### config.mk
export PLATFORM = sky130hd
export DESIGN_NAME = mcsr_regs
export DESIGN_NICKNAME = d
export VERILOG_FILES = /design/src/hw/mcsr_pkg.sv /design/src/hw/mcsr_regs.sv
export VERILOG_INCLUDE_DIRS = /design/src /design/src/hw
export SDC_FILE = /design/constraint.sdc
export NUM_CORES = 1
export LEC_CHECK = 0
export BUFFER_PORTS_ARGS = -buffer_cell sky130_fd_sc_hd__buf_2
export CAP_MARGIN = 20
export CORE_ASPECT_RATIO = 1.5
export CORE_MARGIN = 10
export CORE_UTILIZATION = 52
export DETAILED_ROUTE_END_ITERATION = 8
export PLACE_DENSITY = 0.78
export SYNTH_ARGS = -nofsm -noshare
export SYNTH_HDL_FRONTEND = slang
export SYNTH_SLANG_ARGS = --single-unit
### constraint.sdc
create_clock -name pclk -period 2.9 [get_ports pclk]
set_clock_uncertainty 0.1 [all_clocks]
set_input_delay 0.145 -clock pclk [delete_from_list [all_inputs] [get_ports pclk]]
set_output_delay 0.145 -clock pclk [all_outputs]
set_load 0.02 [all_outputs]
### src/hw/mcsr_consts.svh
/*
  Offsets, field positions, reset values and fixed figures for the
  core register bank. Assumes inclusion by its bare name.
*/
// Contract
// - Flag-affecting writes to flags register: Z, DC, C come from result.
// - Software writes never change watchdog-expiry or sleep-entered flags.
// - Add: carry set on carry out; subtract: carry set when no borrow.
// - Rotates load carry with bit shifted out, low or high bit.
// - Nibble flag: carry out of bit 3 add, inverted borrow subtract.
// - Zero flag set when result is zero, else cleared.
// - Sleep-entered flag set at reset and watchdog clear, cleared by sleep.
// - Expiry flag set at reset, watchdog clear, sleep; cleared on overflow.
// - Pointer bits 5:0 give indirect address; bits 7:6 read as ones.
// - Port reads return pin levels; writes update output latch only.
// - Unimplemented bits of power, enable and flag registers read zero.
// - Resistor option bit enables sensing on port A pins 0 and 1.
// - Ext select 0: port B pin 0 plain I/O, external path blocked.
// - Ext select 1: pin 0 is external input, its change path blocked.
// - Each wake enable bit lets its port B pin raise change and wake; pin 0 only with ext select 0.
// - PC high buffer holds one or two low bits by variant.
// - Pull-down bits active low, port A and B pins 3 to 0.
// - Open-drain bits active high, one per port B pin.
// - Pull-up bits active low, one per port B pin.
// - Enable bits 0,1,2 gate timer, change and external interrupts.
// - Wake with global enable 0 resumes; with 1 vectors to 008h.
// - Taken interrupt clears global enable; return-from-interrupt sets it.
// - Interrupt flags set by events, cleared only by software.
// - Writing PC low byte loads upper PC bits from high buffer.
// - Edge select 1 picks rising edge, 0 falling, for external flag.
`ifndef MCSR_CONSTS_SVH
`define MCSR_CONSTS_SVH
`define MCSR_IDX_FLAGS   6'h03
`define MCSR_IDX_PTR     6'h04
`define MCSR_IDX_PORT_A_DATA   6'h05
`define MCSR_IDX_PORT_B_DATA   6'h06
`define MCSR_IDX_PWR     6'h08
`define MCSR_IDX_WAKE    6'h09
`define MCSR_IDX_PCHB    6'h0A
`define MCSR_IDX_PDN     6'h0B
`define MCSR_IDX_ODR     6'h0C
`define MCSR_IDX_PUP     6'h0D
`define MCSR_IDX_IEN     6'h0E
`define MCSR_IDX_IFL     6'h0F
`define MCSR_B_CARRY     0
`define MCSR_B_NIBBLE    1
`define MCSR_B_ZERO      2
`define MCSR_B_SLEEP     3
`define MCSR_B_WDTX      4
`define MCSR_B_GIE       7
`define MCSR_PWR_MASK    8'hF0
`define MCSR_IEN_MASK    8'h87
`define MCSR_IFL_MASK    8'h07
`define MCSR_PTR_ONES    8'hC0
`define MCSR_RST_FLAGS   8'h18
`define MCSR_RST_ZERO    8'h00
`define MCSR_RST_PULL    8'hFF
`define MCSR_IRQ_VECTOR  10'h008
`endif

### src/hw/mcsr_pkg.sv
/*
  Types for the core register bank.
  Assumes the core and the bank share one clock.
*/
package mcsr_pkg;
  typedef enum logic [2:0] {ALU_NONE, ALU_ADD, ALU_SUB, ALU_ROR, ALU_ROL, ALU_LOGIC} mcsr_alu_e;
  typedef enum logic {PWR_RUN, PWR_SLEEP} mcsr_pwr_e;
  typedef struct packed {
    mcsr_alu_e  op;
    logic [7:0] a;
    logic [7:0] b;
  } mcsr_alu_t;
  typedef struct packed {
    logic wdt_clear;
    logic sleep;
    logic wdt_ovf;
    logic tmr_ovf;
    logic return_from_irq_instr;
    logic irq_ack;
    logic pcl_write;
  } mcsr_evt_t;
endpackage

### src/hw/mcsr_regs.sv
/*
  Core special-function register bank on APB: flags, pointer, ports,
  pin controls, power control, PC high buffer, interrupt logic.
  Assumes core events arrive on pclk; port pins are asynchronous.
*/
`timescale 1ns/1ns
`include "mcsr_consts.svh"
module mcsr_regs
  import mcsr_pkg::*;
#(
  parameter int PC_HI_BITS = 2
) (
  input  wire logic               pclk,
  input  wire logic               presetn,
  input  wire logic               psel,
  input  wire logic               penable,
  input  wire logic               pwrite,
  input  wire logic [7:0]         paddr,
  input  wire logic [31:0]        pwdata,
  output logic      [31:0]        prdata,
  output logic                    pready,
  output logic                    pslverr,
  input  wire mcsr_alu_t          alu,
  input  wire mcsr_evt_t          evt,
  input  wire logic               irq_edge_select,
  input  wire logic [7:0]         pa_pin,
  input  wire logic [7:0]         pb_pin,
  output logic [7:0]              port_a_latch,
  output logic [7:0]              port_b_latch,
  output logic [7:0]              alu_and_reset_flags,
  output logic [5:0]              indirect_addr,
  output logic [7:0]              power_ctrl,
  output logic [7:0]              port_b_data_wake_enable,
  output logic [7:0]              pull_down_ctrl,
  output logic [7:0]              open_drain_ctrl,
  output logic [7:0]              pull_up_ctrl,
  output logic [PC_HI_BITS-1:0]   pc_upper_bits,
  output logic                    pc_upper_load,
  output logic                    irq_request,
  output logic                    wake_pulse,
  output logic                    wake_vector,
  output logic [9:0]              irq_vector_addr
);

  initial begin
    if (PC_HI_BITS < 1 || PC_HI_BITS > 2) begin
      $error("PC_HI_BITS must be 1 or 2");
    end
  end

  function automatic logic [3:0] alu_flags(input mcsr_alu_t op);
    // Returns {affect, zero, nibble, carry}
    logic [8:0] sum;
    logic [4:0] nib;
    sum = 9'h000;
    nib = 5'h00;
    alu_flags = 4'h0;
    case (op.op)
      ALU_ADD: begin
        sum = {1'b0, op.a} + {1'b0, op.b};
        nib = {1'b0, op.a[3:0]} + {1'b0, op.b[3:0]};
        alu_flags = {1'b1, sum[7:0] == 8'h00, nib[4], sum[8]};
      end
      ALU_SUB: begin
        sum = {1'b0, op.a} + {1'b0, ~op.b} + 9'h001;
        nib = {1'b0, op.a[3:0]} + {1'b0, ~op.b[3:0]} + 5'h01;
        alu_flags = {1'b1, sum[7:0] == 8'h00, nib[4], sum[8]};
      end
      ALU_LOGIC: alu_flags = {1'b1, op.a == 8'h00, 2'b00};
      default: alu_flags = 4'h0;
    endcase
  endfunction

  function automatic logic reg_hit(input logic [7:0] addr, input logic [5:0] idx);
    reg_hit = addr[1:0] == 2'b00 && addr[7:2] == idx;
  endfunction

  // APB slave, no wait states
  logic ready_q;
  logic err_q;
  logic [31:0] rdata_q;
  logic setup;
  logic wr_en;
  logic mapped;
  logic [7:0] wdat;
  assign setup  = psel && !penable && !ready_q;
  assign wr_en  = psel && penable && pwrite && ready_q && !err_q;
  assign wdat   = pwdata[7:0];

  // Pin synchronisers
  logic [7:0] pa_s1_q;
  logic [7:0] pa_s2_q;
  logic [7:0] pb_s1_q;
  logic [7:0] pb_s2_q;
  logic [7:0] pb_prev_q;
  always_ff @(posedge pclk or negedge presetn) begin
    if (!presetn) begin
      pa_s1_q   <= 8'h00;
      pa_s2_q   <= 8'h00;
      pb_s1_q   <= 8'h00;
      pb_s2_q   <= 8'h00;
      pb_prev_q <= 8'h00;
    end else begin
      pa_s1_q   <= pa_pin;
      pa_s2_q   <= pa_s1_q;
      pb_s1_q   <= pb_pin;
      pb_s2_q   <= pb_s1_q;
      pb_prev_q <= pb_s2_q;
    end
  end

  // Registers
  logic [7:0] flags_q;
  logic [5:0] ptr_q;
  logic [7:0] pa_lat_q;
  logic [7:0] pb_lat_q;
  logic [7:0] pwr_q;
  logic [7:0] wake_q;
  logic [PC_HI_BITS-1:0] pchb_q;
  logic [7:0] pdn_q;
  logic [7:0] odr_q;
  logic [7:0] pup_q;
  logic [7:0] ien_q;
  logic [2:0] ifl_q;
  logic [PC_HI_BITS-1:0] pcu_q;
  logic pcu_ld_q;
  logic [3:0] af;
  assign af = alu_flags(alu);

  always_ff @(posedge pclk or negedge presetn) begin
    if (!presetn) begin
      flags_q <= `MCSR_RST_FLAGS;
    end else begin
      if (wr_en && reg_hit(paddr, `MCSR_IDX_FLAGS)) begin
        flags_q[7:5] <= wdat[7:5];
        if (alu.op == ALU_NONE) flags_q[2:0] <= wdat[2:0];
      end
      if (af[3]) begin
        flags_q[`MCSR_B_ZERO]   <= af[2];
        if (alu.op != ALU_LOGIC) begin
          flags_q[`MCSR_B_NIBBLE] <= af[1];
          flags_q[`MCSR_B_CARRY]  <= af[0];
        end
      end
      if (alu.op == ALU_ROR) begin
        flags_q[`MCSR_B_CARRY] <= alu.a[0];
      end
      if (alu.op == ALU_ROL) begin
        flags_q[`MCSR_B_CARRY] <= alu.a[7];
      end
      // Expiry and sleep bits move only on hardware events
      if (evt.wdt_clear) begin
        flags_q[`MCSR_B_SLEEP] <= 1'b1;
        flags_q[`MCSR_B_WDTX]  <= 1'b1;
      end else if (evt.sleep) begin
        flags_q[`MCSR_B_SLEEP] <= 1'b0;
        flags_q[`MCSR_B_WDTX]  <= 1'b1;
      end else if (evt.wdt_ovf) begin
        flags_q[`MCSR_B_WDTX]  <= 1'b0;
      end
    end
  end

  always_ff @(posedge pclk or negedge presetn) begin
    if (!presetn) begin
      ptr_q    <= 6'h00;
      pa_lat_q <= `MCSR_RST_ZERO;
      pb_lat_q <= `MCSR_RST_ZERO;
      pwr_q    <= `MCSR_RST_ZERO;
      wake_q   <= `MCSR_RST_ZERO;
      pchb_q   <= '0;
      pdn_q    <= `MCSR_RST_PULL;
      odr_q    <= `MCSR_RST_ZERO;
      pup_q    <= `MCSR_RST_PULL;
    end else if (wr_en) begin
      if (reg_hit(paddr, `MCSR_IDX_PTR)) ptr_q <= wdat[5:0];
      if (reg_hit(paddr, `MCSR_IDX_PORT_A_DATA)) pa_lat_q <= wdat;
      if (reg_hit(paddr, `MCSR_IDX_PORT_B_DATA)) pb_lat_q <= wdat;
      if (reg_hit(paddr, `MCSR_IDX_PWR)) pwr_q <= wdat & `MCSR_PWR_MASK;
      if (reg_hit(paddr, `MCSR_IDX_WAKE)) wake_q <= wdat;
      if (reg_hit(paddr, `MCSR_IDX_PCHB)) pchb_q <= wdat[PC_HI_BITS-1:0];
      if (reg_hit(paddr, `MCSR_IDX_PDN)) pdn_q <= wdat;
      if (reg_hit(paddr, `MCSR_IDX_ODR)) odr_q <= wdat;
      if (reg_hit(paddr, `MCSR_IDX_PUP)) pup_q <= wdat;
    end
  end

  // PC upper bits follow the buffer on every PC low byte write
  always_ff @(posedge pclk or negedge presetn) begin
    if (!presetn) begin
      pcu_q    <= '0;
      pcu_ld_q <= 1'b0;
    end else begin
      pcu_ld_q <= evt.pcl_write;
      if (evt.pcl_write) pcu_q <= pchb_q;
    end
  end

  // Interrupt sources
  logic ext_sel;
  logic ext_evt;
  logic chg_evt;
  logic [7:0] chg_mask;
  logic [2:0] set_ev;
  logic [2:0] pend;
  logic ifl_wr;
  assign ifl_wr   = wr_en && reg_hit(paddr, `MCSR_IDX_IFL);
  assign ext_sel  = pwr_q[6];
  assign chg_mask = wake_q & {7'h7F, !ext_sel};
  assign chg_evt  = |((pb_s2_q ^ pb_prev_q) & chg_mask);
  assign ext_evt  = ext_sel && (irq_edge_select ?
                    (pb_s2_q[0] && !pb_prev_q[0]) : (!pb_s2_q[0] && pb_prev_q[0]));
  assign set_ev   = {ext_evt, chg_evt, evt.tmr_ovf};
  assign pend     = ifl_q & ien_q[2:0];

  always_ff @(posedge pclk or negedge presetn) begin
    if (!presetn) begin
      ifl_q <= 3'h0;
    end else if (ifl_wr) begin
      ifl_q <= wdat[2:0] | set_ev;
    end else begin
      ifl_q <= ifl_q | set_ev;
    end
  end

  always_ff @(posedge pclk or negedge presetn) begin
    if (!presetn) begin
      ien_q <= `MCSR_RST_ZERO;
    end else begin
      if (wr_en && reg_hit(paddr, `MCSR_IDX_IEN)) ien_q <= wdat & `MCSR_IEN_MASK;
      if (evt.return_from_irq_instr) ien_q[`MCSR_B_GIE] <= 1'b1;
      else if (evt.irq_ack) ien_q[`MCSR_B_GIE] <= 1'b0;
    end
  end

  // Sleep tracking and wake
  mcsr_pwr_e pwr_st_q;
  logic irq_q;
  logic wake_p_q;
  logic wake_v_q;
  always_ff @(posedge pclk or negedge presetn) begin
    if (!presetn) begin
      pwr_st_q <= PWR_RUN;
      wake_p_q <= 1'b0;
      wake_v_q <= 1'b0;
    end else begin
      wake_p_q <= 1'b0;
      case (pwr_st_q)
        PWR_RUN: if (evt.sleep) pwr_st_q <= PWR_SLEEP;
        PWR_SLEEP: begin
          if (|pend[2:1]) begin
            pwr_st_q <= PWR_RUN;
            wake_p_q <= 1'b1;
            wake_v_q <= ien_q[`MCSR_B_GIE];
          end
        end
        default: pwr_st_q <= PWR_RUN;
      endcase
    end
  end

  always_ff @(posedge pclk or negedge presetn) begin
    if (!presetn) irq_q <= 1'b0;
    else irq_q <= ien_q[`MCSR_B_GIE] && |pend && !evt.irq_ack;
  end

  // Read path
  logic [7:0] rd;
  always_comb begin
    rd = 8'h00;
    mapped = 1'b1;
    case (1'b1)
      reg_hit(paddr, `MCSR_IDX_FLAGS): rd = flags_q;
      reg_hit(paddr, `MCSR_IDX_PTR):   rd = `MCSR_PTR_ONES | {2'b00, ptr_q};
      reg_hit(paddr, `MCSR_IDX_PORT_A_DATA): rd = pa_s2_q;
      reg_hit(paddr, `MCSR_IDX_PORT_B_DATA): rd = pb_s2_q;
      reg_hit(paddr, `MCSR_IDX_PWR):   rd = pwr_q;
      reg_hit(paddr, `MCSR_IDX_WAKE):  rd = wake_q;
      reg_hit(paddr, `MCSR_IDX_PCHB):  rd = {{(8-PC_HI_BITS){1'b0}}, pchb_q};
      reg_hit(paddr, `MCSR_IDX_PDN):   rd = pdn_q;
      reg_hit(paddr, `MCSR_IDX_ODR):   rd = odr_q;
      reg_hit(paddr, `MCSR_IDX_PUP):   rd = pup_q;
      reg_hit(paddr, `MCSR_IDX_IEN):   rd = ien_q;
      reg_hit(paddr, `MCSR_IDX_IFL):   rd = {5'h00, ifl_q};
      default: mapped = 1'b0;
    endcase
  end

  always_ff @(posedge pclk or negedge presetn) begin
    if (!presetn) begin
      ready_q <= 1'b0;
      err_q   <= 1'b0;
      rdata_q <= 32'h0000_0000;
    end else begin
      ready_q <= setup;
      if (setup) begin
        err_q   <= !mapped;
        rdata_q <= {24'h00_0000, rd};
      end else if (ready_q) begin
        err_q <= 1'b0;
      end
    end
  end

  assign prdata              = rdata_q;
  assign pready              = ready_q;
  assign pslverr             = err_q;
  assign port_a_latch        = pa_lat_q;
  assign port_b_latch        = pb_lat_q;
  assign alu_and_reset_flags = flags_q;
  assign indirect_addr       = ptr_q;
  assign power_ctrl          = pwr_q;
  assign port_b_data_wake_enable   = wake_q;
  assign pull_down_ctrl      = pdn_q;
  assign open_drain_ctrl     = odr_q;
  assign pull_up_ctrl        = pup_q;
  assign pc_upper_bits       = pcu_q;
  assign pc_upper_load       = pcu_ld_q;
  assign irq_request         = irq_q;
  assign wake_pulse          = wake_p_q;
  assign wake_vector         = wake_v_q;
  assign irq_vector_addr     = `MCSR_IRQ_VECTOR;
endmodule

==> results of run 1 <==
worst min path at each step:
stage / startpoint / to / slack (ns) / cells after the start
floorplan: presetn / alu_and_reset_flags[0] / -0.25 / 0
global placement: presetn / port_a_latch[5] / -0.05 / 1
detailed placement: presetn / port_a_latch[5] / -0.04 / 1
CTS: pwdata[5] / pull_down_ctrl[5] / 0.02 / 2
global route: pwdata[5] / port_b_latch[5] / 0.02 / 2
finish: psel / pslverr / 0.03 / 3
critical path: stages (launching register included):
cell	delay, ns
dfrtp_1	0.38
nor2b_1	0.20
nand4_1	0.11
buf_4	0.19
nor3_1	0.56
buf_4	0.25
mux2_2	0.33
per-layer routing:
layer	part of all wire (%)	up-vias	GRT usage (%)
met2	53	291	41.4
li1	-	2437	-
met4	5.1	0	12.8
met3	7.0	57	5.61
met5	0	-	0
met1	35	2778	25.0
cell type report:
cell class / instances / area, sq um
multi-input cells: 413 / 3090
inverters: 22 / 82.6
fillers: 944 / 4130
repair buffers: 189 / 1140
well taps: 156 / 195
clock inverters: 10 / 123
flip-flops and latches: 132 / 3330
clock buffers: 22 / 484
registers in the layout (all words and copies together), names as in the netlist, 2 cells and up:
name                     cells
pchb_q                       2
pull_up_ctrl                 8
pa_s2_q                      8
pa_s1_q                      8
indirect_addr                6
power_ctrl                   4
pb_s2_q                      8
open_drain_ctrl              8
port_b_data_wake_enable      8
ifl_q                        3
port_a_latch                 8
pc_upper_bits                2
port_b_latch                 8
pull_down_ctrl               8
pb_prev_q                    8
pb_s1_q                      8
prdata                       8
ien_q                        4
alu_and_reset_flags          8
cells in the final DEF (no fill, tap or decap), types with 4 or more instances in the layout:
cell,n
o21ai_0,15
nand2_1,39
nand3_1,9
nor2b_1,13
mux2_2,72
dfstp_2,18
dfrtp_1,114
nor2_1,17
nand3b_1,4
a211oi_1,5
o32ai_1,4
buf_4,16
a21oi_1,31
conb_1,38
nand2b_1,8
o31ai_1,5
o22ai_1,9
nor3_1,10
xor2_1,8
a21o_1,4
dlygate4sd3_1,28
clkbuf_16,17
buf_2,144
o21a_1,6
inv_1,22
ha_1,18
mux2i_1,16
a22oi_1,11
clkbuf_8,4
metrics by stage:
step,total power (W),util [%]
after global placement,0.00250,60.1
after detailed placement,0.00252,60.1
after floorplan,0.00232,-
after CTS,0.00471,67.1
after global routing,0.00486,67.1
final,0.00471,67.1
logic make-up (layout without fill, tap and decap cells):
kind of cell    after synthesis  after routing  share of synthesized area, %
buf+inv                      84            243                          6.88
other cells                   2             38                         0.111
compound gates              122            122                          12.4
flops                       132            132                          49.3
xor+xnor                     10             10                          1.30
fa+ha+maj                    20             20                          3.93
simple gates                133            133                          10.9
mux                          90             90                          15.1
power breakdown:
group          leakage (nW)  internal (W)  total (W)  switching, W
logic                  2.27      0.000209   0.000578      0.000369
clock network         0.289       0.00136    0.00218      0.000817
registers              1.64       0.00191    0.00195     0.0000432
==> metrics.log, run 1 <==
INFO  metric status = complete, no violations
INFO  metric worstRegToRegCells = 6
INFO  metric finalHoldViolations = 0
INFO  metric timing.rr.start = pready
INFO  metric via_per_inst = 5.89
INFO  metric async_set_or_reset_flop_fraction_in_the_synthesized_netlist = 100%
INFO  metric cts-resized-gates = 0
INFO  metric dp_cells = 884
INFO  metric drt_pre_antenna_iters = 5
INFO  metric fp.dieH = 159 um
INFO  metric drv_cap = 0
INFO  metric stdcell_count = 944
INFO  metric grt_pass1_wl = 33,500 um
INFO  metric number_of_antenna_violations_at_the_first_check_in_global_routing = 0
INFO  metric synthFlopType = dfrtp_1
INFO  metric dp_hpwl = 15,700 um
INFO  metric finalCriticalPeriod = 2.24 ns
INFO  metric routability_congestion = 0.962
INFO  metric timing.critical_path.to_type = register
INFO  metric slew_violations = 0
INFO  metric grt_start_max_net_pins = 85
INFO  metric crit_path_end = indirect_addr[4]
INFO  metric postSynthAreaPerCell = 11.4 sq um
INFO  metric clkLatencyLatePin = 0.42 ns
INFO  metric startpoint_of_the_worst_setup_timing_path = pready
INFO  metric cts_root_buf = clkbuf_16
INFO  metric routed_wl = 21,500 um
INFO  metric fp.dieArea = 18,000 sq um
INFO  metric worst_ep_arrival_time = 2.44 ns
INFO  metric post_cts.repair.setup_buffers = 0
INFO  metric timing.hold.ws = 0.0255 ns
INFO  metric start_util = 53.6%
INFO  metric setup-tns-final = 0 ns
INFO  metric io-pin-count = 208
INFO  metric wl_per_cell = 22.8 um
INFO  metric post-synth-top-area-fraction = 42.3%
INFO  metric synth_area_leaders = dfrtp_1 (42%), mux2_2 (12%), dfstp_2 (7.0%), buf_4 (4.2%), ha_1 (3.3%)
INFO  metric power_leakage = 4.20 nW
INFO  metric numPortBuffers = 145
INFO  metric cts_tree = done
INFO  metric dpl-instance-area = 7550 sq um
INFO  metric globalRouteTotalUtil = 23.6%
INFO  metric ant_nets = 0
INFO  metric postCtsHoldBufs = 28
INFO  metric post_synth_num_cell_types = 64
INFO  metric htreeDepth = 4
INFO  metric ys_top_cells_by_count = dfrtp_1 (114), mux2_2 (72), nand2_1 (39), buf_4 (38), a21oi_1 (31)
INFO  metric max_clock_freq = 446 MHz
INFO  metric vdd.ir_drop.worst = 0.000688 V
INFO  metric ys_seq_area_share = 49.3%
INFO  metric worst_slew_margin_rel = 49.2%
INFO  metric drt_iter0_drc = 471
INFO  metric number_of_clock_sinks = 132
INFO  metric min_period_over_period = 77.4%
INFO  metric finalSetupViolations = 0
INFO  metric cts.reportedPaths.clkPinSlew = 0.06 ns
INFO  metric crit_path_max_fanout = 6
INFO  metric num-nets-final = 883
INFO  metric unrepaired_setup_endpoints_after_global_routing = false
INFO  metric remaining_drc_errors = 0
INFO  metric die_w = 113 um
INFO  metric p_per_area = 558 nW/um^2
INFO  metric layout-drive-gt1-share = 37.7%
INFO  metric grt_pass1_vias = 5,926
INFO  metric timing_worst_slew_pin_value = 0.755 ns
INFO  metric place_worst_setup_slack = 0.560 ns
INFO  metric required = 3.10 ns
INFO  metric dr_total_vias = 5,563
INFO  metric flop2flop_setup_slack = 0.66 ns
INFO  metric syn-instance-count = 593
INFO  metric syn2layout_area_growth = 25.2%
INFO  metric path_class = register to register
INFO  metric final_antenna_diode_count = 0
INFO  metric postSynthRegisterBits = 132
INFO  metric tritoncts.num_buffers = 17
INFO  metric setup_slack = 0.655 ns
INFO  metric start_kind = register
INFO  metric synth_top_cell_by_area = dfrtp_1
INFO  metric floorplan.core_area = 12,600 sq um
INFO  metric clock_path_buffers = 2
INFO  metric yosys_warnings = 0
INFO  metric synth_most_common_cell = dfrtp_1
INFO  metric placement_rows = 50
INFO  metric timing.hold.worst.class = input pin to register
INFO  metric grt-ovfl-total = 0
INFO  metric finalInstanceArea = 8440 sq um
INFO  metric number_of_synthesized_flops_with_an_enable_pin = 0
INFO  metric netlist_area = 6740 sq um
INFO  metric rr_endpoint = indirect_addr[4]
Note: power is estimated with default switching activity, not from simulation.
==> inputs of run 2 (changes only) <==
--- a/config.mk
+++ b/config.mk
@@ -6,13 +6,14 @@
 export SDC_FILE = /design/constraint.sdc
 export NUM_CORES = 1
 export LEC_CHECK = 0
+export ABC_AREA = 1
 export BUFFER_PORTS_ARGS = -buffer_cell sky130_fd_sc_hd__buf_2
 export CAP_MARGIN = 20
 export CORE_ASPECT_RATIO = 1.5
 export CORE_MARGIN = 10
-export CORE_UTILIZATION = 52
+export CORE_UTILIZATION = 47
 export DETAILED_ROUTE_END_ITERATION = 8
-export PLACE_DENSITY = 0.78
+export PLACE_DENSITY = 0.74
 export SYNTH_ARGS = -nofsm -noshare
 export SYNTH_HDL_FRONTEND = slang
 export SYNTH_SLANG_ARGS = --single-unit
==> constraint.sdc (replaced) <==
create_clock -name pclk -period 1.9 [get_ports pclk]
set_clock_uncertainty 0.1 [all_clocks]
set_input_delay 0.095 -clock pclk [delete_from_list [all_inputs] [get_ports pclk]]
set_output_delay 0.095 -clock pclk [all_outputs]
set_load 0.02 [all_outputs]
==> run 2 against run 1 <==
Synthesized area down 0.71%. Worst hold slack improved by 0.028 ns. Global-route usage decreased by 1.7 points.
==> metrics.log, run 2 <==
INFO  metric layout-drive-gt1-share = 24.0% (-14 points)
INFO  metric sw_frac_of_total = 26.0% (-0.11 points)
INFO  metric die_w = 117 um (+4.0%)
INFO  metric io-pin-count = 208 (unchanged)
INFO  metric unrepaired_setup_endpoints_after_global_routing = false
INFO  metric number_of_clock_sinks = 132 (unchanged)
INFO  metric grt_start_max_net_pins = 54 (-36%)
INFO  metric fp.dieArea = 19,500 sq um (+8.3%)
INFO  metric startpoint_of_the_worst_setup_timing_path = alu[15]
INFO  metric setup-tns-final = 0 ns (unchanged)
INFO  metric worst_path_largest_cell_delay = 0.54 ns (-0.02 ns)
INFO  metric comb_power_share = 11.9% (-0.4 points)
INFO  metric stdcell_count = 1,237 (+31%)
INFO  metric syn2layout_area_growth = 29.8%
INFO  metric fillers = 1,197 (+27%)
INFO  metric placement_rows = 53 (+6.0%)
INFO  metric status = complete, no violations
INFO  metric layout_common_cells = nand2_1 (234), buf_2 (144), dfrtp_1 (114)
INFO  metric start_util = 47.9% (-5.8 points)
INFO  metric cp_slowest_cell = dlygate4sd3_1
INFO  metric worstRegToRegCells = 8 (+2)
INFO  metric drt_iter0_drc = 506 (+7.4%)
INFO  metric numPortBuffers = 145 (unchanged)
INFO  metric min_path_cells = 3 (unchanged)
INFO  metric vdd.ir_drop.worst = 0.000466 V (-32%)
INFO  metric finalHoldViolations = 0 (unchanged)
INFO  metric worstHoldStart = pwdata[3]
INFO  metric netlist_area = 6700 sq um (-0.71%)
INFO  metric timing.critical_path.to_type = register
INFO  metric via_per_inst = 5.00 (-15%)
INFO  metric drt_pre_antenna_iters = 5 (unchanged)
INFO  metric tritoncts.num_buffers = 17 (unchanged)
INFO  metric ys_top_cells_by_count = nand2_1 (234), dfrtp_1 (114), inv_1 (84), o21ai_0 (71), nor2_1 (53)
INFO  metric yosys_warnings = 0 (unchanged)
INFO  metric routability_congestion = 0.965 (+0.40%)
INFO  metric finalSetupViolations = 0 (unchanged)
INFO  metric crit_top_cell = nand2_1
INFO  metric cts_root_buf = clkbuf_16
INFO  metric timing.rr.start = pready
INFO  metric clkLatencyLatePin = 0.41 ns (about the same)
INFO  metric critical_path.n_buffers_inverters = 3 (+1)
INFO  metric num-nets-final = 1,140 (+29%)
INFO  metric drv_cap = 0 (unchanged)
INFO  metric slew_violations = 0 (unchanged)
INFO  metric cts_tree = done
INFO  metric p_per_area = 782 nW/um^2 (+40%)
INFO  metric worst_ep_arrival_time = 1.94 ns (-0.50 ns)
INFO  metric clock_path_buffers = 2 (unchanged)
INFO  metric layout.cells.most_common = nand2_1
INFO  metric post_cts.repair.setup_buffers = 0 (unchanged)
INFO  metric number_of_synthesized_flops_with_an_enable_pin = 0 (unchanged)
INFO  metric ant_nets = 0 (unchanged)
INFO  metric path_delay_family = buffers and inverters
INFO  metric number_of_antenna_violations_at_the_first_check_in_global_routing = 0 (unchanged)
INFO  metric power_leakage = 4.56 nW (+8.5%)
INFO  metric required = 2.11 ns (-0.99 ns)
INFO  metric clockPowerShare = 44.9% (-1.4 points)
INFO  metric ys_seq_area_share = 49.7% (+0.35 points)
INFO  metric wl_per_cell = 17.5 um (-23%)
INFO  metric synthFlopType = dfrtp_1
INFO  metric grt_pass1_wl = 34,000 um (+1.6%)
INFO  metric globalRouteTotalUtil = 21.9% (-1.7 points)
INFO  metric crit_path_max_fanout = 6 (unchanged)
INFO  metric max_clock_freq = 575 MHz
INFO  metric postSynthAreaPerCell = 8.25 sq um (-27%)
INFO  metric multi_input_comb_area = 2800 sq um (-9.3%)
INFO  metric timing.critical_path.cells = dlygate4sd3_1, buf_2, ha_1, inv_1, a21oi_1, o21a_1, nand2_1, nand2_1, nand3_1, nand2_1, nand2_1, nand2_1, nand2_1
INFO  metric cts.reportedPaths.clkPinSlew = 0.06 ns (about the same)
INFO  metric flop2flop_setup_slack = 0.19 ns (-0.47 ns)
INFO  metric final_antenna_diode_count = 0 (unchanged)
INFO  metric post-synth-top-area-fraction = 42.6% (+0.30 points)
INFO  metric async_set_or_reset_flop_fraction_in_the_synthesized_netlist = 100% (unchanged)
INFO  metric htreeDepth = 4 (unchanged)
INFO  metric synth_most_common_cell = nand2_1
INFO  metric floorplan.core_area = 14,000 sq um (+11%)
INFO  metric post_synth_num_cell_types = 42 (-34%)
INFO  metric path_depth = 13 (+7)
INFO  metric start_kind = input pin
INFO  metric internal_power = 0.00503 W (+45%)
INFO  metric power.net_switching = 0.00177 W (+44%)
INFO  metric postSynthRegisterBits = 132 (unchanged)
INFO  metric synth_top_cell_by_area = dfrtp_1
INFO  metric min_period_over_period = 91.5%
INFO  metric finalCriticalPeriod = 1.74 ns
INFO  metric synth_area_leaders = dfrtp_1 (43%), nand2_1 (13%), dfstp_2 (7.1%), o21ai_0 (5.3%), inv_1 (4.7%)
INFO  metric path_class = input pin to register
INFO  metric syn-instance-count = 812 (+37%)
INFO  metric timing.hold.worst.class = input pin to register
INFO  metric dp_hpwl = 16,600 um (+5.3%)
INFO  metric remaining_drc_errors = 0 (unchanged)
INFO  metric grt-ovfl-total = 0 (unchanged)
INFO  metric grt_pass1_vias = 6,378 (+7.6%)
INFO  metric dr_total_vias = 6,180 (+11%)
INFO  metric routed_wl = 21,600 um (+0.60%)
INFO  metric power.share.sequential = 43.2% (+1.8 points)
INFO  metric fp.dieH = 166 um (+4.2%)
INFO  metric dp_cells = 1,167 (+32%)
INFO  metric seq_area = 3330 sq um (unchanged)
## run 2: through the flow
stage	hold WS [ns]	area [sq um]	worst slack [ns]	util, %	total power [W]
2_1_floorplan	-0.301	6830	0.156	-	0.00344
3_3_place_gp	-0.0494	7750	0.00229	55.4	0.00372
3_5_place_dp	-0.0511	7750	0.000192	55.4	0.00373
4_1_cts	0.0282	8690	0.0880	62.1	0.00683
5_1_grt	0.0694	8690	0.0140	62.1	0.00706
6_report	0.0537	8690	0.161	62.1	0.00680
## run 2: logic make-up (layout without fill, tap and decap cells)
| kind of cell | count (synthesis) | in the layout | synth area share [%] |
|---|---|---|---|
| other | 2 | 38 | 0.112 |
| adders and majority gates | 20 | 20 | 3.96 |
| and+or+nand+nor | 381 | 381 | 24.5 |
| DFF | 132 | 132 | 49.7 |
| xor gates and xnor gates | 7 | 7 | 0.916 |
| muxes | 3 | 3 | 0.504 |
| buffers and inverters | 144 | 341 | 10.6 |
| AOI/OAI and AO/OA | 123 | 123 | 9.83 |
## run 2: final cells by class
type	instances	share of cell area, %
Clock buffer	23	5.73
Sequential cell	132	38.3
Tap cell	192	2.76
Multi-Input combinational cell	572	32.2
Inverter	88	3.80
Timing Repair Buffer	221	16.5
Clock inverter	9	0.763
## run 2: timing repair
action	CTS	global route
resized for setup	0	1
hold buffers	38	0
endpoints found under the setup margin	0	1
endpoints found under the hold margin	154	0
## run 2: path summary, 6_finish.rpt
kind	to
hold / removal	port_b_data_wake_enable[3]
setup reg to reg	ifl_q[0]
max in group asynchronous	alu_and_reset_flags[3]
min in group asynchronous	open_drain_ctrl[0]
setup / recovery	alu_and_reset_flags[0]
hold reg to reg	pa_s2_q[6]
## run 2: worst min-delay path, stage by stage
cell     delay (ns)
buf_2          0.08
inv_1          0.15
o21ai_0        0.19
## run 2: routing by layer
metal | track usage [%] | share of wire (%) | routed length, um
met4 | 13.5 | 5.0 | 1070
met1 | 22.6 | 36 | 7880
met2 | 39.2 | 53 | 11400
met5 | 0 | 0 | 0
met3 | 4.80 | 6.0 | 1290
## run 2: power by group through the flow
stage,registers [W],clock network (W),logic [W]
floorplan,0.00301,0,0.000438
global placement,0.00298,0,0.000736
detailed placement,0.00299,0,0.000742
CTS,0.00294,0.00309,0.000806
global route,0.00295,0.00322,0.000892
finish,0.00294,0.00305,0.000807
==> inputs of run 3 (changes only) <==
--- a/config.mk
+++ b/config.mk
@@ -11,9 +11,10 @@
 export CAP_MARGIN = 20
 export CORE_ASPECT_RATIO = 1.5
 export CORE_MARGIN = 10
-export CORE_UTILIZATION = 47
+export CORE_UTILIZATION = 52
+export CTS_CLUSTER_SIZE = 30
 export DETAILED_ROUTE_END_ITERATION = 8
-export PLACE_DENSITY = 0.74
+export PLACE_DENSITY_LB_ADDON = 0.15
 export SYNTH_ARGS = -nofsm -noshare
 export SYNTH_HDL_FRONTEND = slang
 export SYNTH_SLANG_ARGS = --single-unit
==> constraint.sdc (replaced) <==
create_clock -name pclk -period 2 [get_ports pclk]
set_clock_uncertainty 0.1 [all_clocks]
set_input_delay 0.1 -clock pclk [delete_from_list [all_inputs] [get_ports pclk]]
set_output_delay 0.1 -clock pclk [all_outputs]
set_load 0.02 [all_outputs]
==> run 3 against run 2 <==
Sequential share of layout area increased by 0.55 points. Count of clock-buffer cells in the layout decreased by 6. Worst hold slack got worse by 0.021 ns. Global-route usage increased by 1.1 points. Register-to-register slack got worse by 0.11 ns. Core utilization increased by 6.0 points.
==> metrics.log, run 3 (synthesized netlist as in run 2, its figures left out) <==
INFO  metric status = complete, no violations
INFO  metric internal_power = 0.00472 W (-6.3%)
INFO  metric timing_worst_slew_pin_value = 0.642 ns
INFO  metric drt_pre_antenna_iters = 5 (unchanged)
INFO  metric worstHoldStart = pwdata[3]
INFO  metric dpl-instance-area = 7580 sq um (-2.2%)
INFO  metric unrepaired_setup_endpoints_after_global_routing = false
INFO  metric startpoint_of_the_worst_setup_timing_path = pready
INFO  metric worstRegToRegCells = 7 (-1)
INFO  metric cts.reportedPaths.clkPinSlew = 0.07 ns (about the same)
INFO  metric layout_common_cells = nand2_1 (232), buf_2 (144), dfrtp_1 (114)
INFO  metric finalHoldViolations = 0 (unchanged)
INFO  metric worst_slew_margin_rel = 57.2%
INFO  metric start_util = 53.3% (+5.4 points)
INFO  metric layout-drive-gt1-share = 23.3% (-0.67 points)
INFO  metric worst_ep_arrival_time = 2.10 ns (+0.16 ns)
INFO  metric number_of_clock_sinks = 132 (unchanged)
INFO  metric path_depth = 7 (-6)
INFO  metric grt_pass1_vias = 6,300 (-1.2%)
INFO  metric slew_violations = 0 (unchanged)
INFO  metric cts_root_buf = clkbuf_16
INFO  metric post_cts.repair.setup_buffers = 0 (unchanged)
INFO  metric finalCriticalPeriod = 1.92 ns
INFO  metric remaining_drc_errors = 0 (unchanged)
INFO  metric power.net_switching = 0.00200 W (+13%)
INFO  metric dp_hpwl = 15,600 um (-6.0%)
INFO  metric crit_path_max_fanout = 4 (-2)
INFO  metric timing.critical_path.to_type = register
INFO  metric grt_start_max_net_pins = 49 (-9.3%)
INFO  metric tritoncts.num_buffers = 17 (unchanged)
INFO  metric stdcell_count = 1,184 (-4.3%)
INFO  metric start_kind = register
INFO  metric clockPowerShare = 47.3% (+2.4 points)
INFO  metric comb_power_share = 11.2% (-0.7 points)
INFO  metric worst_path_largest_cell_delay = 0.58 ns (+0.04 ns)
INFO  metric max_clock_freq = 522 MHz
INFO  metric fillers = 1,042 (-13%)
INFO  metric min_period_over_period = 95.8%
INFO  metric timing.critical_path.cells = inv_1, nor2_1, nand3_1, buf_4, nor2_2, o221ai_1, dlygate4sd3_1
INFO  metric floorplan.core_area = 12,600 sq um (-10%)
INFO  metric number_of_antenna_violations_at_the_first_check_in_global_routing = 0 (unchanged)
INFO  metric finalInstanceArea = 8570 sq um (-1.4%)
INFO  metric drt_iter0_drc = 391 (-23%)
INFO  metric path_class = register to register
INFO  metric cts_tree = done
INFO  metric dp_cells = 1,116 (-4.4%)
INFO  metric timing.hold.worst.class = input pin to register
INFO  metric routed_wl = 20,700 um (-4.3%)
INFO  metric sw_frac_of_total = 29.8% (+3.8 points)
INFO  metric flop2flop_setup_slack = 0.08 ns (-0.11 ns)
INFO  metric ant_nets = 0 (unchanged)
INFO  metric fp.dieH = 159 um (-4.3%)
INFO  metric seq_area = 3330 sq um (unchanged)
INFO  metric path_delay_family = buffers and inverters
INFO  metric wl_per_cell = 17.5 um (about the same)
INFO  metric dr_total_vias = 6,124 (-0.91%)
INFO  metric finalSetupViolations = 0 (unchanged)
INFO  metric drv_cap = 0 (unchanged)
INFO  metric worst_hold_path.endpoint = open_drain_ctrl[3]
INFO  metric rr_endpoint = ifl_q[2]
INFO  metric cp_slowest_cell = dlygate4sd3_1
INFO  metric power_leakage = 4.49 nW (-1.5%)
INFO  metric grt_pass1_wl = 33,000 um (-3.1%)
INFO  metric fp.dieArea = 17,900 sq um (-8.2%)
INFO  metric syn2layout_area_growth = 28.0%
INFO  metric numPortBuffers = 145 (unchanged)
INFO  metric routability_congestion = 0.949 (-1.7%)
INFO  metric layout.cells.most_common = nand2_1
INFO  metric globalRouteTotalUtil = 23.0% (+1.1 points)
INFO  metric setup-tns-final = 0 ns (unchanged)
INFO  metric min_path_cells = 3 (unchanged)
INFO  metric power.share.sequential = 41.5% (-1.7 points)
INFO  metric multi_input_comb_area = 2810 sq um (+0.27%)
INFO  metric htreeDepth = 4 (unchanged)
INFO  metric io-pin-count = 208 (unchanged)
INFO  metric num-nets-final = 1,123 (-1.5%)
INFO  metric final_antenna_diode_count = 0 (unchanged)
INFO  metric die_w = 113 um (-4.1%)
INFO  metric critical_path.n_buffers_inverters = 3 (unchanged)
INFO  metric clock_path_buffers = 2 (unchanged)
INFO  metric clkLatencyLatePin = 0.42 ns (about the same)
INFO  metric p_per_area = 784 nW/um^2 (+0.18%)
INFO  metric required = 2.19 ns (+0.08 ns)
INFO  metric placement_rows = 50 (-5.7%)
INFO  metric timing.rr.start = pready
INFO  metric vdd.ir_drop.worst = 0.000709 V (+52%)
INFO  metric grt-ovfl-total = 0 (unchanged)
INFO  metric via_per_inst = 5.17 (+3.5%)
run 3: cell types whose count changed in the layout (fill, tap and decap cells not counted), sizes merged:
| cell | change |
|---|---|
| dlygate4sd3 | -2 |
| clkinvlp | -1 |
| clkinv | +3 |
| clkbuf | -6 |
| inv | +4 |
| buf | -15 |
run 3: worst min-delay path, cell delays in order:
cell and delay [ns]:
buf_2 0.07, inv_1 0.15, o21ai_0 0.20
run 3: cell type report:
cell class,instances,share of cell area [%]
sequential,132,38.8
multi-input combinational,572,32.8
timing repair buffer,204,15.0
clock buffer,17,4.96
inverter,88,3.85
clock inverter,15,2.32
tap,156,2.28
run 3: power groups by stage:
stage          Clock (W)  Sequential (W)  Combinational, W
2_1_floorplan          0         0.00286          0.000416
3_3_place_gp           0         0.00283          0.000682
3_5_place_dp           0         0.00284          0.000687
4_1_cts          0.00322         0.00279          0.000745
5_1_grt          0.00335         0.00279          0.000834
6_report         0.00318         0.00279          0.000750
run 3: per-stage QoR:
stage	utilization [%]	hold WS, ns	setup WS [ns]	power, W
after floorplan	-	-0.296	0.256	0.00327
after global placement	60.2	0.0606	0.136	0.00352
after detailed placement	60.2	0.0716	0.120	0.00352
after CTS	68.1	0.0205	0.0816	0.00675
after global routing	68.2	0.0354	0.00494	0.00698
final	68.2	0.0328	0.0832	0.00672
run 3: worst max-delay path by stage:
stage / end / slack [ns]
3_5_place_dp: alu_and_reset_flags[2] / 0.12
5_1_grt: ifl_q[2] / 0.005
3_3_place_gp: alu_and_reset_flags[2] / 0.14
6_report: ifl_q[2] / 0.08
4_1_cts: ifl_q[2] / 0.08
2_1_floorplan: ien_q[7] / 0.26
run 3: layer usage:
metal,track usage [%],up-vias,routed length (um)
met5,0,-,0
met4,10.6,0,747
li1,-,2963,-
met3,7.31,49,1570
met2,40.1,241,10900
met1,24.3,2871,7510
run 3: timing repair:
item | CTS | global route
gates resized for setup | 0 | 4
hold buffers | 36 | 0
hold endpoints to repair | 65 | 0
endpoints found under the setup margin | 0 | 3
